**src/rtl/io_port_consts.svh**
```systemverilog
`ifndef IO_PORT_CONSTS_SVH
`define IO_PORT_CONSTS_SVH

// host address layout: bits 6:4 pick the port, bits 3:0 pick the register
`define PORT_FIELD_HI      6
`define PORT_FIELD_LO      4
`define REG_FIELD_HI       3
`define REG_FIELD_LO       0

// register codes inside a port
`define REG_PIN_INPUT      4'h0
`define REG_PIN_OUTPUT     4'h1
`define REG_DIRECTION      4'h2
`define REG_DRIVE_SELECT   4'h3
`define REG_CONTROL        4'h4
`define REG_CELL_VALUE     4'h5
`define REG_CELL_MASK      4'h6
`define REG_INPUT_CELL     4'h7
`define REG_ENABLE_VIEW    4'h8

// which ports carry each register, bit n is port n (A=0 .. G=6)
`define PORTS_ALL          7'h7f
`define PORTS_CONTROL      7'h70
`define PORTS_DRIVE        7'h5b
`define PORTS_CELL         7'h03
`define PORTS_INPUT_CELL   7'h07
`define PORTS_ENABLE_VIEW  7'h27

// reset values
`define RESET_CONFIG       8'h00
`define RESET_CELL_MASK    8'h00
`define RESET_CELL_VALUE   8'h00
`define RESET_READ_DATA    8'h00

// port d is four pins wide
`define PORT_D_PINS        4'hf
`define PORT_D_INDEX       3'h3

`endif

```
**src/rtl/io_port_pkg.sv**
```systemverilog
`default_nettype none
package io_port_pkg;

   typedef logic [7:0] port_byte_t;

   typedef enum logic [2:0]
   {
      PORT_A = 3'b000,
      PORT_B = 3'b001,
      PORT_C = 3'b010,
      PORT_D = 3'b011,
      PORT_E = 3'b100,
      PORT_F = 3'b101,
      PORT_G = 3'b110
   } port_id_e;

endpackage : io_port_pkg
`default_nettype wire

```
**src/rtl/pin_sync.sv**
```systemverilog
`default_nettype none
// three stages; a new level is passed on only once the last two stages agree
module pin_sync #(
   parameter int WIDTH = 8
) (
   // clock and reset
   input  wire logic             clock,
   input  wire logic             sys_rst,
   // raw and filtered levels
   input  wire logic [WIDTH-1:0] raw,
   output logic      [WIDTH-1:0] level
);

   logic [WIDTH-1:0] stage1;
   logic [WIDTH-1:0] stage2;
   logic [WIDTH-1:0] stage3;

   always_ff @(posedge clock)
   begin
      if (sys_rst)
      begin
         stage1 <= '0;
         stage2 <= '0;
         stage3 <= '0;
      end
      else
      begin
         stage1 <= raw;
         stage2 <= stage1;
         stage3 <= stage2;
      end
   end

   // a bit moves only where the last two stages agree, so a one-cycle glitch never reaches the logic
   always_ff @(posedge clock)
   begin
      if (sys_rst)
         level <= '0;
      else
         level <= (stage3 & ~(stage2 ^ stage3)) | (level & (stage2 ^ stage3));
   end

endmodule : pin_sync
`default_nettype wire

```
**src/rtl/io_port_data_path.sv**
```systemverilog
// Summary of operation
// RULE_01: host write to output cell location loads data into every unmasked cell flip-flop
// RULE_02: one mask bit per output cell flip-flop; a set bit blocks host loading
// RULE_03: all load mask bits reset to zero, so every cell accepts host writes
// RULE_04: host read of the output cell location returns current cell flip-flop outputs
// RULE_05: input cells store pin levels, feed the logic input bus and are host readable
// RULE_06: load mask register exists on ports a and b only, readable and writable
// RULE_07: read-only driver enable view exists on ports a, b, c and f
// RULE_08: driver enable view bit 1 means driving, 0 means tri-stated input
// RULE_09: port a/b cells route to their pins; external selects route to c or f
// RULE_10: ports a, b, c input cells also accept high-order host address inputs
// RULE_11: every port a pin can be made an open-drain output
// RULE_12: port d has four pins feeding logic directly, no input cells
// RULE_13: port d pins give address strobe, logic clock and high-byte write enable
// RULE_14: configured device select driven high disables flash, sram and register block
// RULE_15: port f can act as bidirectional host data bits 7 to 0
// RULE_16: port g can act as bidirectional host data bits 15 to 8
// RULE_17: ports e, f and g can drive latched host address bits
// RULE_18: pe6 can be battery supply input, pe7 the on-battery output flag
// RULE_19: direction 1 or active enable term makes the pin an output
// RULE_20: pin output register holds host data, drives enabled pins, reads back
// RULE_21: on ports e, f, g control 0 picks general io, 1 address output
// RULE_22: host read of pin input register returns live pin levels
// RULE_23: bit n maps to pin n; writes take effect at the end of the write cycle
`default_nettype none
`include "io_port_consts.svh"
module io_port_data_path
   import io_port_pkg::*;
(
   // clock and reset
   input  wire logic        clock,
   input  wire logic        sys_rst,
   // host register access
   input  wire logic [7:0]  hostAddr,
   input  wire logic        hostWrite,
   input  wire logic        hostRead,
   input  wire logic [7:0]  hostWdata,
   output logic      [7:0]  hostRdata,
   output logic             hostRvalid,
   // fixed configuration
   input  wire logic [7:0]  cellRouteA,
   input  wire logic [7:0]  cellRouteB,
   input  wire logic [7:0]  selectRouteC,
   input  wire logic [7:0]  selectRouteF,
   input  wire logic        chipSelectEnable,
   input  wire logic        batteryInputEnable,
   input  wire logic        batteryFlagEnable,
   input  wire logic        dataPortEnable,
   // programmable logic side
   input  wire logic [7:0]  oeTermA,
   input  wire logic [7:0]  oeTermB,
   input  wire logic [7:0]  oeTermC,
   input  wire logic [7:0]  oeTermF,
   input  wire logic [7:0]  cellNextA,
   input  wire logic [7:0]  cellNextB,
   input  wire logic [7:0]  externalSelectTerms,
   output logic      [23:0] inputCellBus,
   output logic      [3:0]  portDLogic,
   // host bus side of the device
   input  wire logic [15:0] addressBus,
   input  wire logic [15:0] hostDataOut,
   input  wire logic        hostDataDrive,
   input  wire logic        onBattery,
   output logic      [15:0] hostDataIn,
   output logic             addressLatchStrobe,
   output logic             logicClockInput,
   output logic             highByteWriteEnable,
   output logic             deviceDisabled,
   // pins
   input  wire logic [7:0]  portAIn,
   output logic      [7:0]  portAOut,
   output logic      [7:0]  portAOe,
   input  wire logic [7:0]  portBIn,
   output logic      [7:0]  portBOut,
   output logic      [7:0]  portBOe,
   input  wire logic [7:0]  portCIn,
   output logic      [7:0]  portCOut,
   output logic      [7:0]  portCOe,
   input  wire logic [3:0]  portDIn,
   output logic      [3:0]  portDOut,
   output logic      [3:0]  portDOe,
   input  wire logic [7:0]  portEIn,
   output logic      [7:0]  portEOut,
   output logic      [7:0]  portEOe,
   input  wire logic [7:0]  portFIn,
   output logic      [7:0]  portFOut,
   output logic      [7:0]  portFOe,
   input  wire logic [7:0]  portGIn,
   output logic      [7:0]  portGOut,
   output logic      [7:0]  portGOe
);

   // true when the access addresses register code reg of a port that owns it
   function automatic logic regHit(input logic [7:0] addr, input logic [3:0] code, input logic [6:0] owners);
      logic [2:0] port;
      port = addr[`PORT_FIELD_HI:`PORT_FIELD_LO];
      regHit = (addr[`REG_FIELD_HI:`REG_FIELD_LO] == code) && (port != 3'h7) && owners[port];
   endfunction : regHit

   // pin stage: open drain only ever pulls low
   function automatic logic [15:0] pinStage(input port_byte_t value, input port_byte_t enable,
                                            input port_byte_t openDrain);
      port_byte_t oe;
      oe = enable & ~(openDrain & value);
      pinStage = {value & ~openDrain, oe};
   endfunction : pinStage

   // synchronised pin levels
   logic [51:0] pinLevel;
   logic [3:0]  pinD;
   port_byte_t  pinA, pinB, pinC, pinE, pinF, pinG;

   pin_sync #(
      .WIDTH (52)
   ) u_pin_sync (
      .clock   (clock),
      .sys_rst (sys_rst),
      .raw     ({portGIn, portFIn, portEIn, portDIn, portCIn, portBIn, portAIn}),
      .level   (pinLevel)
   );

   assign {pinG, pinF, pinE, pinD, pinC, pinB, pinA} = pinLevel;

   // port d dedicated inputs go straight to the logic
   assign portDLogic          = pinD;                                           // RULE_12
   assign addressLatchStrobe  = pinD[0];                                        // RULE_13
   assign logicClockInput     = pinD[1];                                        // RULE_13
   assign highByteWriteEnable = pinD[3];                                        // RULE_13
   // the selected device gates its own register block off the host
   assign deviceDisabled      = chipSelectEnable & pinD[2];                     // RULE_14

   // host access decode
   logic       writeOk, readOk;
   logic [2:0] hostPort;

   assign writeOk  = hostWrite & ~deviceDisabled;                               // RULE_14
   assign readOk   = hostRead & ~deviceDisabled;                                // RULE_14
   assign hostPort = hostAddr[`PORT_FIELD_HI:`PORT_FIELD_LO];

   // configuration registers, one entry per port
   port_byte_t pinOutput [7];
   port_byte_t direction [7];
   port_byte_t driveSel  [7];
   port_byte_t control   [7];

   // writes land on the clock edge that ends the one-cycle write strobe
   always_ff @(posedge clock)
   begin
      if (sys_rst)
      begin
         for (int p = 0; p < 7; p++)
         begin
            pinOutput[p] <= `RESET_CONFIG;
            direction[p] <= `RESET_CONFIG;
            driveSel[p]  <= `RESET_CONFIG;
            control[p]   <= `RESET_CONFIG;
         end
      end
      else if (writeOk)
      begin
         if (regHit(hostAddr, `REG_PIN_OUTPUT, `PORTS_ALL))                    // RULE_20
            pinOutput[hostPort] <= hostWdata;                                  // RULE_23
         if (regHit(hostAddr, `REG_DIRECTION, `PORTS_ALL))                     // RULE_19
            direction[hostPort] <= hostWdata;
         if (regHit(hostAddr, `REG_DRIVE_SELECT, `PORTS_DRIVE))                // RULE_11
            driveSel[hostPort] <= hostWdata;
         if (regHit(hostAddr, `REG_CONTROL, `PORTS_CONTROL))                   // RULE_21
            control[hostPort] <= hostWdata;
      end
   end

   // rising edge of the logic clock pin, seen on the system clock
   logic logicClockPrev, logicClockRise;

   always_ff @(posedge clock)
   begin
      if (sys_rst)
         logicClockPrev <= 1'b0;
      else
         logicClockPrev <= pinD[1];
   end

   assign logicClockRise = pinD[1] & ~logicClockPrev;

   // load masks and output cells of ports a and b
   port_byte_t cellMask  [2];
   port_byte_t cellValue [2];
   port_byte_t cellNext  [2];

   assign cellNext = '{cellNextA, cellNextB};

   genvar c;
   generate
      for (c = 0; c < 2; c++)
      begin : g_cell
         logic hostLoad;
         assign hostLoad = writeOk && regHit(hostAddr, `REG_CELL_VALUE, `PORTS_CELL) && (hostPort == c);

         always_ff @(posedge clock)
         begin
            if (sys_rst)
               cellMask[c] <= `RESET_CELL_MASK;                                 // RULE_03
            else if (writeOk && regHit(hostAddr, `REG_CELL_MASK, `PORTS_CELL) && (hostPort == c))
               cellMask[c] <= hostWdata;                                        // RULE_06
         end

         // a host load of an unmasked bit overrides the logic clock load in the same cycle
         always_ff @(posedge clock)
         begin
            if (sys_rst)
               cellValue[c] <= `RESET_CELL_VALUE;
            else
            begin
               for (int b = 0; b < 8; b++)
               begin
                  if (hostLoad && !cellMask[c][b])                              // RULE_02
                     cellValue[c][b] <= hostWdata[b];                           // RULE_01
                  else if (logicClockRise)
                     cellValue[c][b] <= cellNext[c][b];
               end
            end
         end
      end
   endgenerate

   // input cells store pin levels, including high-order address fed in on these pins
   port_byte_t inputCell [3];

   always_ff @(posedge clock)
   begin
      if (sys_rst)
      begin
         for (int p = 0; p < 3; p++)
            inputCell[p] <= `RESET_CONFIG;
      end
      else if (logicClockRise)
      begin
         inputCell[0] <= pinA;                                                  // RULE_05
         inputCell[1] <= pinB;                                                  // RULE_10
         inputCell[2] <= pinC;                                                  // RULE_10
      end
   end

   assign inputCellBus = {inputCell[2], inputCell[1], inputCell[0]};            // RULE_05

   // latched host address, transparent while the strobe is high
   logic [15:0] latchedAddr;

   always_ff @(posedge clock)
   begin
      if (sys_rst)
         latchedAddr <= 16'h0000;
      else if (pinD[0])
         latchedAddr <= addressBus;
   end

   // output selection and enables per port
   port_byte_t valueA, valueB, valueC, valueE, valueEBase, valueF, valueG;
   port_byte_t enableA, enableB, enableC, enableE, enableF, enableG;
   port_byte_t addrLowMode, batteryMask;

   assign valueA  = (cellRouteA & cellValue[0]) | (~cellRouteA & pinOutput[PORT_A]);        // RULE_09
   assign valueB  = (cellRouteB & cellValue[1]) | (~cellRouteB & pinOutput[PORT_B]);        // RULE_09
   assign valueC  = (selectRouteC & externalSelectTerms) | (~selectRouteC & pinOutput[PORT_C]); // RULE_09
   assign enableA = direction[PORT_A] | oeTermA | cellRouteA;                              // RULE_19
   assign enableB = direction[PORT_B] | oeTermB | cellRouteB;                              // RULE_19
   assign enableC = direction[PORT_C] | oeTermC | selectRouteC;                            // RULE_19

   // pe6 as supply input is never driven; pe7 may carry the battery flag
   assign batteryMask = {1'b0, batteryInputEnable, 6'h00};
   assign addrLowMode = control[PORT_E];
   assign valueEBase  = (addrLowMode & latchedAddr[7:0]) | (~addrLowMode & pinOutput[PORT_E]); // RULE_17
   assign valueE      = batteryFlagEnable ? {onBattery, valueEBase[6:0]} : valueEBase;         // RULE_18
   assign enableE     = (direction[PORT_E] | control[PORT_E] | {batteryFlagEnable, 7'h00}) & ~batteryMask; // RULE_18

   // data port mode hands f and g to the host data bus
   always_comb
   begin
      if (dataPortEnable)
      begin
         valueF  = hostDataOut[7:0];                                            // RULE_15
         valueG  = hostDataOut[15:8];                                           // RULE_16
         enableF = {8{hostDataDrive}};                                          // RULE_15
         enableG = {8{hostDataDrive}};                                          // RULE_16
      end
      else
      begin
         valueF  = (control[PORT_F] & latchedAddr[7:0])                          // RULE_21
                 | (~control[PORT_F] & selectRouteF & externalSelectTerms)       // RULE_09
                 | (~control[PORT_F] & ~selectRouteF & pinOutput[PORT_F]);
         valueG  = (control[PORT_G] & latchedAddr[15:8]) | (~control[PORT_G] & pinOutput[PORT_G]); // RULE_17
         enableF = direction[PORT_F] | oeTermF | control[PORT_F] | selectRouteF; // RULE_19
         enableG = direction[PORT_G] | control[PORT_G];
      end
   end

   assign hostDataIn = {pinG, pinF};                                            // RULE_16

   // pin stages; port c and f have no open-drain option, data port stays push-pull
   assign {portAOut, portAOe} = pinStage(valueA, enableA, driveSel[PORT_A]);    // RULE_11
   assign {portBOut, portBOe} = pinStage(valueB, enableB, driveSel[PORT_B]);
   assign {portCOut, portCOe} = pinStage(valueC, enableC, 8'h00);
   assign {portEOut, portEOe} = pinStage(valueE, enableE, driveSel[PORT_E]);
   assign {portFOut, portFOe} = pinStage(valueF, enableF, 8'h00);
   assign {portGOut, portGOe} = pinStage(valueG, enableG, dataPortEnable ? 8'h00 : driveSel[PORT_G]);

   // port d: four output bits only
   logic [3:0] enableD, openD;

   assign enableD  = direction[PORT_D][3:0] & `PORT_D_PINS;                      // RULE_12
   assign openD    = driveSel[PORT_D][3:0];
   assign portDOut = pinOutput[PORT_D][3:0] & ~openD;
   assign portDOe  = enableD & ~(openD & pinOutput[PORT_D][3:0]);

   // actual driver enables as seen at the pins, for the enable view
   port_byte_t driverView [7];

   assign driverView = '{portAOe, portBOe, portCOe, 8'h00, 8'h00, portFOe, 8'h00};     // RULE_08

   // read mux
   port_byte_t pinView [7];
   port_byte_t readValue;

   assign pinView = '{pinA, pinB, pinC, {4'h0, pinD}, pinE, pinF, pinG};

   always_comb
   begin
      readValue = `RESET_READ_DATA;
      if (regHit(hostAddr, `REG_PIN_INPUT, `PORTS_ALL))
         readValue = pinView[hostPort];                                         // RULE_22
      else if (regHit(hostAddr, `REG_PIN_OUTPUT, `PORTS_ALL))
         readValue = (hostPort == `PORT_D_INDEX) ? {4'h0, pinOutput[hostPort][3:0]} : pinOutput[hostPort]; // RULE_20
      else if (regHit(hostAddr, `REG_DIRECTION, `PORTS_ALL))
         readValue = (hostPort == `PORT_D_INDEX) ? {4'h0, direction[hostPort][3:0]} : direction[hostPort];
      else if (regHit(hostAddr, `REG_DRIVE_SELECT, `PORTS_DRIVE))
         readValue = (hostPort == `PORT_D_INDEX) ? {4'h0, driveSel[hostPort][3:0]} : driveSel[hostPort];
      else if (regHit(hostAddr, `REG_CONTROL, `PORTS_CONTROL))
         readValue = control[hostPort];
      else if (regHit(hostAddr, `REG_CELL_VALUE, `PORTS_CELL))
         readValue = cellValue[hostPort[0]];                                    // RULE_04
      else if (regHit(hostAddr, `REG_CELL_MASK, `PORTS_CELL))
         readValue = cellMask[hostPort[0]];                                     // RULE_06
      else if (regHit(hostAddr, `REG_INPUT_CELL, `PORTS_INPUT_CELL))
         readValue = inputCell[hostPort[1:0]];                                  // RULE_05
      else if (regHit(hostAddr, `REG_ENABLE_VIEW, `PORTS_ENABLE_VIEW))
         readValue = driverView[hostPort];                                      // RULE_07
   end

   // read data is registered so the host sees a stable byte one cycle after the strobe
   always_ff @(posedge clock)
   begin
      if (sys_rst)
      begin
         hostRdata  <= `RESET_READ_DATA;
         hostRvalid <= 1'b0;
      end
      else
      begin
         hostRvalid <= readOk;
         if (readOk)
            hostRdata <= readValue;
      end
   end

endmodule : io_port_data_path
`default_nettype wire

```
**config.mk**
```make
export PLATFORM = sky130hd
export DESIGN_NAME = io_port_data_path
export DESIGN_NICKNAME = d
export VERILOG_FILES = /design/src/rtl/io_port_pkg.sv /design/src/rtl/pin_sync.sv /design/src/rtl/io_port_data_path.sv
export VERILOG_INCLUDE_DIRS = /design/src /design/src/rtl
export SDC_FILE = /design/constraint.sdc
export NUM_CORES = 1
export LEC_CHECK = 0
export BUFFER_PORTS_ARGS = -buffer_cell sky130_fd_sc_hd__buf_2
export CORE_ASPECT_RATIO = 2
export CORE_MARGIN = 3
export CORE_UTILIZATION = 35
export DETAILED_ROUTE_END_ITERATION = 16
export GPL_TIMING_DRIVEN = 0
export PLACE_DENSITY = 0.6
export SKIP_CTS_REPAIR_TIMING = 1
export SLEW_MARGIN = 10
export SYNTH_ARGS = -nofsm -noshare
export SYNTH_HDL_FRONTEND = slang
export SYNTH_HIERARCHICAL = 1
export SYNTH_SLANG_ARGS = --single-unit
```
**constraint.sdc**
```tcl
create_clock -name clock -period 2.8 [get_ports clock]
set_input_delay 0.56 -clock clock [delete_from_list [all_inputs] [get_ports clock]]
set_output_delay 0.56 -clock clock [all_outputs]
set_load 0.1 [all_outputs]
```
==> results_dict.tcl, run 1 <==
set metrics [dict create \
    powerDensity_mw_per_mm2 630 \
    core_area_sq_mm 0.0583 \
    violations "negative setup slack" \
    synth_cell_type_count 71 \
    fin_skew_ps 20.0 \
    fin_ws_ps -170 \
    die-area_sq_mm 0.0622 \
    dp_hpwl_um 86800 \
    drtIter0Drc 1610 \
    rows 125 \
    grt_max_degree 25 \
    hold_viol 0 \
    clk_latency_ps 590 \
    cts_root_buf "clkbuf_16" \
    fp.dieW_um 178 \
    cts_buffers 44 \
    critical_path_class "register to register" \
    worstMarginPinSlew_ps 1160 \
    syn-instance-count 1946 \
    period_share 1.06 \
    drc_errors 0 \
    cts.sinks 466 \
    cts_tree "yes" \
    area_delta_synth_final_pct 23.7 \
    antenna_found_initial 6 \
    rsz0062_at_grt "true" \
    nets 2562 \
    drive_above_1_share 0.327 \
    worstSetupStartpointType "register" \
    ys_ff_latch 466 \
    critPathSlowestCell "o21ai_1" \
    seq_area_frac_synth 0.548 \
    drtPass1Iterations 5 \
    min_path_type "primary input to register" \
    p_leak_nw 9.85 \
    cts_buffer_depth 3 \
    worst-path-max-fanout 10 \
    grt_use_total 0.335 \
    antenna_left 0 \
    vias 17900 \
    routabilityCongestion 1.05 \
    clk_pin_slew_ps 70 \
    synthArstFlopShare 0 \
    grt_pass1_wl_um 142000 \
    grt-ovfl-total 0 \
    via_per_inst 5.67 \
    die_y_um 350 \
    start_util 0.354 \
    slew_headroom 0.223 \
    p_total_mw 16.1 \
    wl_um 106000 \
    synth_top_flop_cell "dfxtp_1" \
    synth-edff-count 200 \
    avgSynthCellArea_sq_um 10.6 \
    required_ps 3010 \
    setup_violations 49 \
    final.setup.tns_ps -3280 \
    synthesis.area_sq_mm 0.0207 \
    h-tree-depth 2 \
    holdWs_ps 180 \
    num_io_pins 359 \
    maxSlewViolCount 0 \
    arrival_ps 3180 \
    wl_per_cell_um 33.6 \
    max_freq_mhz 337 \
    maxCapViolCount 0 \
    yosysWarnings 6 \
    path_cells "nand2_1 -> and2_1 -> buf_2 -> nand3_1 -> o21ai_1" \
    status "finished, violations left" \
    period_needed_ps 2970 \
    io_buffers 354 \
    ir_drop_mv 0.432 \
    critPathCaptureType "register" \
    nFillCells 5670 \
    cpPeakStageDelay_ps 860 \
    grt_pass1_vias 18200 \
]
per-layer routing:
layer / routed length (um) / global-route usage
met1: 34000 / 0.336
met2: 51900 / 0.582
met3: 6720 / 0.0465
met4: 13600 / 0.322
met5: 0 / 0
kinds of logic after synthesis:
group,count (synthesis),synth area share
flip-flops,466,0.548
buffers and inverters,141,0.0353
AND/OR/NAND/NOR,749,0.187
other,1,0.000181
AO/OA/AOI/OAI,406,0.125
multiplexers,183,0.104
stage by stage:
stage / utilization / instance area (sq um) / setup slack (ps) / std cells
2_1_floorplan: - / 21000 / -463 / 1953
3_3_place_gp: 0.407 / 23800 / -1740 / 3069
3_5_place_dp: 0.408 / 23800 / -1800 / 3074
4_1_cts: 0.433 / 25300 / -1170 / 3152
5_1_grt: 0.438 / 25600 / -194 / 3158
6_report: 0.438 / 25600 / -170 / 3159
cell type report:
cell class / count / area (sq um) / share of cell area
well taps: 762 / 953 / 0.0373
plain buffers: 133 / 751 / 0.0294
clock buffers: 60 / 1270 / 0.0499
flip-flops and latches: 466 / 11300 / 0.443
repair inverters: 1 / 5.00 / 0.000196
clock inverters: 18 / 185 / 0.00724
diodes: 1 / 2.50 / 0.0000979
multi-input cells: 1346 / 9130 / 0.357
inverters: 8 / 37.5 / 0.00147
repair buffers: 364 / 1890 / 0.0740
synth_stat cells, types with 28 or more instances:
cell type,n,area [sq um]
a21oi_1,103,515
o21ai_0,113,566
nor3_1,79,395
clkbuf_1,65,244
o31ai_1,28,210
nor2b_2,70,613
edfxtp_1,200,6010
nor2_1,222,833
mux2_2,49,552
mux2i_1,113,1130
buf_2,33,165
nor2b_1,120,751
dfxtp_1,266,5330
a21oi_2,30,263
nand2_1,166,623
where the power goes:
group          internal, mW  total (mW)  switching, mW  leakage (nW)
clock network          3.42        6.18           2.76         0.731
registers              7.29        7.50          0.206          4.20
logic                 0.561        2.42           1.86          4.91
worst paths after layout:
| check | cells after the start | startpoint | end | slack [ps] |
|---|---|---|---|---|
| setup reg to reg | 5 | register | pinOutput[1][2] | -170 |
| hold / removal | 2 | portFIn[6] | u_pin_sync/stage1[42] | 180 |
| setup / recovery | 5 | register | pinOutput[1][2] | -170 |
| hold reg to reg | 1 | u_pin_sync/stage1[31] | u_pin_sync/stage2[31] | 430 |
critical path, delay by kind of cell (launching register included):
family | cells | cell delay, ps
and+or+nand+nor | 3 | 890
DFF | 1 | 470
buffers and inverters | 1 | 360
AOI/OAI and AO/OA | 1 | 860
placed cells by master (no fill, tap or decap), drive strengths merged, types with 6 or more instances in the layout:
master  synthesis  final
mux2           49     49
o31ai          28     28
o221ai         10     10
o21ai         114    114
or3            10     10
a211oi         14     14
mux4           21     21
a221oi          6      6
dfxtp         266    266
nand2         167    167
buf            67    414
nor2          225    225
nor3           81     81
o211ai         26     26
a22oi          12     12
clkbuf         66    142
o31a            9      9
a21oi         133    133
nor2b         190    190
conb            1      8
clkinv          1      8
nand3          23     23
mux2i         113    113
edfxtp        200    200
o22ai           8      8
a31oi          13     13
and3           26     26
inv             7     14
(Power assumes the default switching activity.)
==> run 2, diff against run 1 <==
Settings changed: TNS_END_PERCENT from default to 1.
==> run 2 against run 1 <==
  * The flow still finishes with violations (negative setup slack)
  * Die area stayed put
  * Total power shrank 0.21%
  * Highest routed layer is now met5
  * Maximum frequency is 4.6% lower
  * Sequential share of layout area up 0.44 points
  * Cell count rose by 0.25%
==> results_dict.tcl, run 2 (same netlist as run 1, synthesis figures left out) <==
set metrics [dict create \
    nets 2562 \
    period_needed_ps 3110 \
    min_path_type "primary input to register" \
    start_util 0.354 \
    antenna_left 0 \
    seq_area_sq_mm 0.0113 \
    clk_pin_slew_ps 70 \
    worstMarginPinSlew_ps 1190 \
    cts_buffer_depth 3 \
    critical_path_class "primary input to register" \
    critPathCaptureType "register" \
    grt_max_degree 25 \
    reg2reg_to "inputCell[0][7]" \
    fin_skew_ps 32.5 \
    period_share 1.11 \
    arrival_ps 3630 \
    hold_viol 0 \
    hold_path_end "u_pin_sync/stage1[17]" \
    io_buffers 354 \
    violations "negative setup slack" \
    h-tree-depth 2 \
    routabilityCongestion 1.04 \
    wl_um 110000 \
    worst-path-max-fanout 10 \
    area_delta_synth_final_pct 22.4 \
    antenna_found_initial 10 \
    die-area_sq_mm 0.0622 \
    rrSetupSlack_ps -210 \
    cts.sinks 466 \
    p_leak_nw 9.77 \
    grt_pass1_vias 18500 \
    worstSetupStartpointType "primary input" \
    p_total_mw 16.1 \
    fp.dieW_um 178 \
    status "finished, violations left" \
    maxCapViolCount 0 \
    grt_use_total 0.348 \
    vias 18200 \
    core_area_sq_mm 0.0583 \
    finalInstanceArea_sq_mm 0.0253 \
    clk_latency_ps 600 \
    grt_pass1_wl_um 147000 \
    drc_errors 0 \
    placed_area_sq_mm 0.0236 \
    cts_root_buf "clkbuf_16" \
    worstHoldStart "portCIn[1]" \
    rows 125 \
    die_y_um 350 \
    final_cell_mix "369 x buf_2, 266 x dfxtp_1, 219 x nor2_1" \
    slew_headroom 0.204 \
    multi_input_area_sq_mm 0.00892 \
    powerDensity_mw_per_mm2 635 \
    cts_buffers 45 \
    drtPass1Iterations 6 \
    maxSlewViolCount 0 \
    drive_above_1_share 0.313 \
    ir_drop_mv 0.506 \
    wl_per_cell_um 34.8 \
    drtIter0Drc 1540 \
    fin_ws_ps -314 \
    grt-ovfl-total 0 \
    reg2reg_depth 5 \
    max_freq_mhz 321 \
    required_ps 3320 \
    setup_violations 77 \
    via_per_inst 5.76 \
    dp_hpwl_um 89400 \
    hold_path_depth 2 \
    rsz0062_at_grt "true" \
    layout_commonest_cell "buf_2" \
    cts_tree "yes" \
    nFillCells 5745 \
    pre_cts_ws_ps -1540 \
    num_io_pins 359 \
]
-- run 2: cell type report --
type                            instances  share of cell area
Clock buffer                           62              0.0495
Tap cell                              762              0.0377
Buffer                                133              0.0283
Inverter                                8             0.00134
Multi-Input combinational cell       1346               0.353
Timing Repair Buffer                  364              0.0751
Sequential cell                       466               0.448
Antenna cell                            6            0.000593
Clock inverter                         20             0.00712
-- run 2: worst max-delay path by stage --
stage	startpoint	end	slack [ps]
after global routing	register	inputCell[2][7]	-350
after floorplan	batteryFlagEnable	portEOut[7]	-490
after detailed placement	hostAddr[5]	driveSel[1][1]	-1540
final	hostAddr[5]	hostRdata[5]	-310
after CTS	hostAddr[5]	driveSel[1][1]	-940
after global placement	hostAddr[1]	hostRdata[1]	-1940
-- run 2: worst max-delay path, stage by stage --
cell and delay [ps]:
buf_2 120, buf_4 250, buf_4 340, buf_2 500
clkbuf_4 560, mux2i_1 130, o21ai_0 630, o211ai_1 310
a31oi_1 200
-- run 2: routing by layer --
| layer | wire length (um) | GRT usage | vias to the layer above |
|---|---|---|---|
| li1 | - | - | 7825 |
| met1 | 34800 | 0.342 | 8930 |
| met2 | 55000 | 0.617 | 1102 |
| met3 | 7740 | 0.0592 | 384 |
| met4 | 12700 | 0.307 | 6 |
| met5 | 35 | 0 | - |
-- run 2: power by group --
| part | switching (mW) | internal [mW] | total, mW |
|---|---|---|---|
| logic | 1.91 | 0.547 | 2.45 |
| clock network | 2.79 | 3.34 | 6.13 |
| registers | 0.187 | 7.29 | 7.48 |
-- run 2: stage by stage --
| stage | std cells | utilization | setup TNS [ps] | hold WS [ps] |
|---|---|---|---|---|
| after global routing | 3162 | 0.434 | -11820 | 173 |
| after detailed placement | 3077 | 0.405 | -234210 | 421 |
| after floorplan | 1953 | - | -12970 | 414 |
| final | 3167 | 0.434 | -9170 | 181 |
| after CTS | 3159 | 0.429 | -72430 | 148 |
| after global placement | 3069 | 0.403 | -292280 | 417 |
==> run 3, diff against run 2 <==
Clock period 2.8 ns to 3.35 ns, I/O delays scaled along.
==> run 3 against run 2 <==
  * The run still ends with negative setup slack left
  * Sequential power fell by 16%
  * Via count shrank 1.4%
  * Highest routed layer unchanged
  * Critical path depth decreased by 6
  * Critical endpoint is now portBOe[0]
  * Global-route usage is 2.9 points lower
  * Die area unchanged
==> results_dict.tcl, run 3 (same netlist as run 1, synthesis figures left out) <==
set metrics [dict create \
    status "finished, violations left" \
    violations "negative setup slack" \
    die-area_sq_mm 0.0622 \
    powerDensity_mw_per_mm2 536 \
    period_needed_ps 3470 \
    hold_path_end "u_pin_sync/stage1[28]" \
    layout_commonest_cell "buf_2" \
    io_buffers 354 \
    wl_um 102000 \
    nFillCells 5765 \
    dp.cells 3072 \
    maxCapViolCount 0 \
    critical_path_class "register to output port" \
    fp.dieW_um 178 \
    rrSetupSlack_ps 250 \
    cts_tree "yes" \
    maxSlewViolCount 0 \
    critPathCaptureType "output port" \
    drtPass1Iterations 6 \
    antenna_found_initial 8 \
    cts.sinks 466 \
    grt_max_degree 25 \
    clk_latency_ps 610 \
    cts_buffers 44 \
    nets 2554 \
    final_cell_mix "387 x buf_2, 266 x dfxtp_1, 222 x nor2_1" \
    reg2reg_to "pinOutput[2][1]" \
    instances_no_fill 3160 \
    drive_above_1_share 0.287 \
    setup_violations 9 \
    antenna_left 0 \
    holdWs_ps 279 \
    wl_per_cell_um 32.4 \
    grt-ovfl-total 0 \
    busiest_layer "met2" \
    p_leak_nw 9.66 \
    routabilityCongestion 1.07 \
    rsz0062_at_grt "false" \
    worstMarginPinSlew_ps 1190 \
    arrival_ps 2800 \
    grt_pass1_wl_um 136000 \
    worst-path-max-fanout 2 \
    crit_start "cellValue[1][0]" \
    drc_errors 0 \
    cts_buffer_depth 3 \
    cts_root_buf "clkbuf_16" \
    ir_drop_mv 0.528 \
    fin_skew_ps 30.5 \
    vias 18000 \
    area_delta_synth_final_pct 20.9 \
    grt_pass1_vias 17800 \
    num_io_pins 359 \
    core_area_sq_mm 0.0583 \
    worstSetupStartpointType "register" \
    rows 125 \
    hold_viol 0 \
    fin_ws_ps -124 \
    max_freq_mhz 288 \
    reg2reg_depth 5 \
    die_y_um 350 \
    slew_headroom 0.201 \
    grt_use_met2 0.554 \
    use_met3 0.0542 \
    via_per_inst 5.69 \
    dp_hpwl_um 83200 \
    required_ps 2680 \
    hold_path_depth 2 \
    h-tree-depth 2 \
    period_share 1.04 \
    worstHoldStart "portEIn[0]" \
    met1_usage 0.323 \
    start_util 0.354 \
    drtIter0Drc 1626 \
    grt_use_total 0.319 \
    clk_pin_slew_ps 60 \
    min_path_type "primary input to register" \
]
## run 3: cell types whose count changed in the layout (fill, tap and decap cells not counted), moves of 5 or more
| cell | before | now |
|---|---|---|
| a21oi_1 | 92 | 103 |
| a21oi_2 | 40 | 30 |
| buf_2 | 369 | 387 |
| clkbuf_2 | 13 | 1 |
| clkbuf_4 | 18 | 0 |
| clkbuf_8 | 4 | 10 |
| nand2_1 | 153 | 164 |
| nand2_2 | 11 | 3 |
| o21ai_0 | 99 | 107 |
| o21ai_2 | 5 | 0 |
| o31ai_1 | 10 | 26 |
| o31ai_2 | 18 | 2 |
## run 3: report_power, final
part           leakage (nW)  internal (mW)  switching, mW  total [mW]
clock network         0.736           2.78           2.37        5.16
registers              4.20           6.10          0.165        6.26
logic                  4.72          0.434           1.53        1.97
## run 3: worst max-delay path, cell delays in order (launching register included)
cell and delay [ps]:
edfxtp_1 500, mux2_2 320, a21oi_1 790, buf_2 580
## run 3: how the worst max path moves through the flow
stage | end | slack [ps] | cells past startpoint
2_1_floorplan | portGOe[0] | -670 | 3
3_3_place_gp | driveSel[0][4] | -840 | 7
3_5_place_dp | driveSel[0][7] | -810 | 7
4_1_cts | driveSel[0][6] | -150 | 7
5_1_grt | driveSel[1][6] | 6 | 7
6_report | portBOe[0] | -120 | 3
## run 3: area by class of cell
cell class,instances,area [sq um],area share
antenna,6,15.0,0.000601
multi-input combinational,1346,8660,0.347
clock inverter,23,203,0.00811
sequential,466,11300,0.454
clock buffer,59,1300,0.0520
tap,762,953,0.0382
buffer,133,699,0.0280
inverter,8,30.0,0.00120
timing repair buffer,357,1790,0.0718
## run 3: metrics by stage
step                area (sq um)  TNS [ps]   util  total power [mW]  setup WS, ps
detailed placement         23500    -41570  0.402              8.32          -814
floorplan                  20700    -15180      -              7.54          -672
global route               25000         0  0.428              13.7          5.80
finish                     25000      -814  0.428              13.4          -124
global placement           23400    -63900  0.401              8.30          -839
CTS                        25000     -1510  0.428              13.4          -146
## run 3: per-layer routing
layer / share of wire / vias up
li1: - / 7816
met2: 0.49 / 1129
met3: 0.075 / 366
met4: 0.11 / 6
met1: 0.32 / 8677
met5: 0.00035 / -
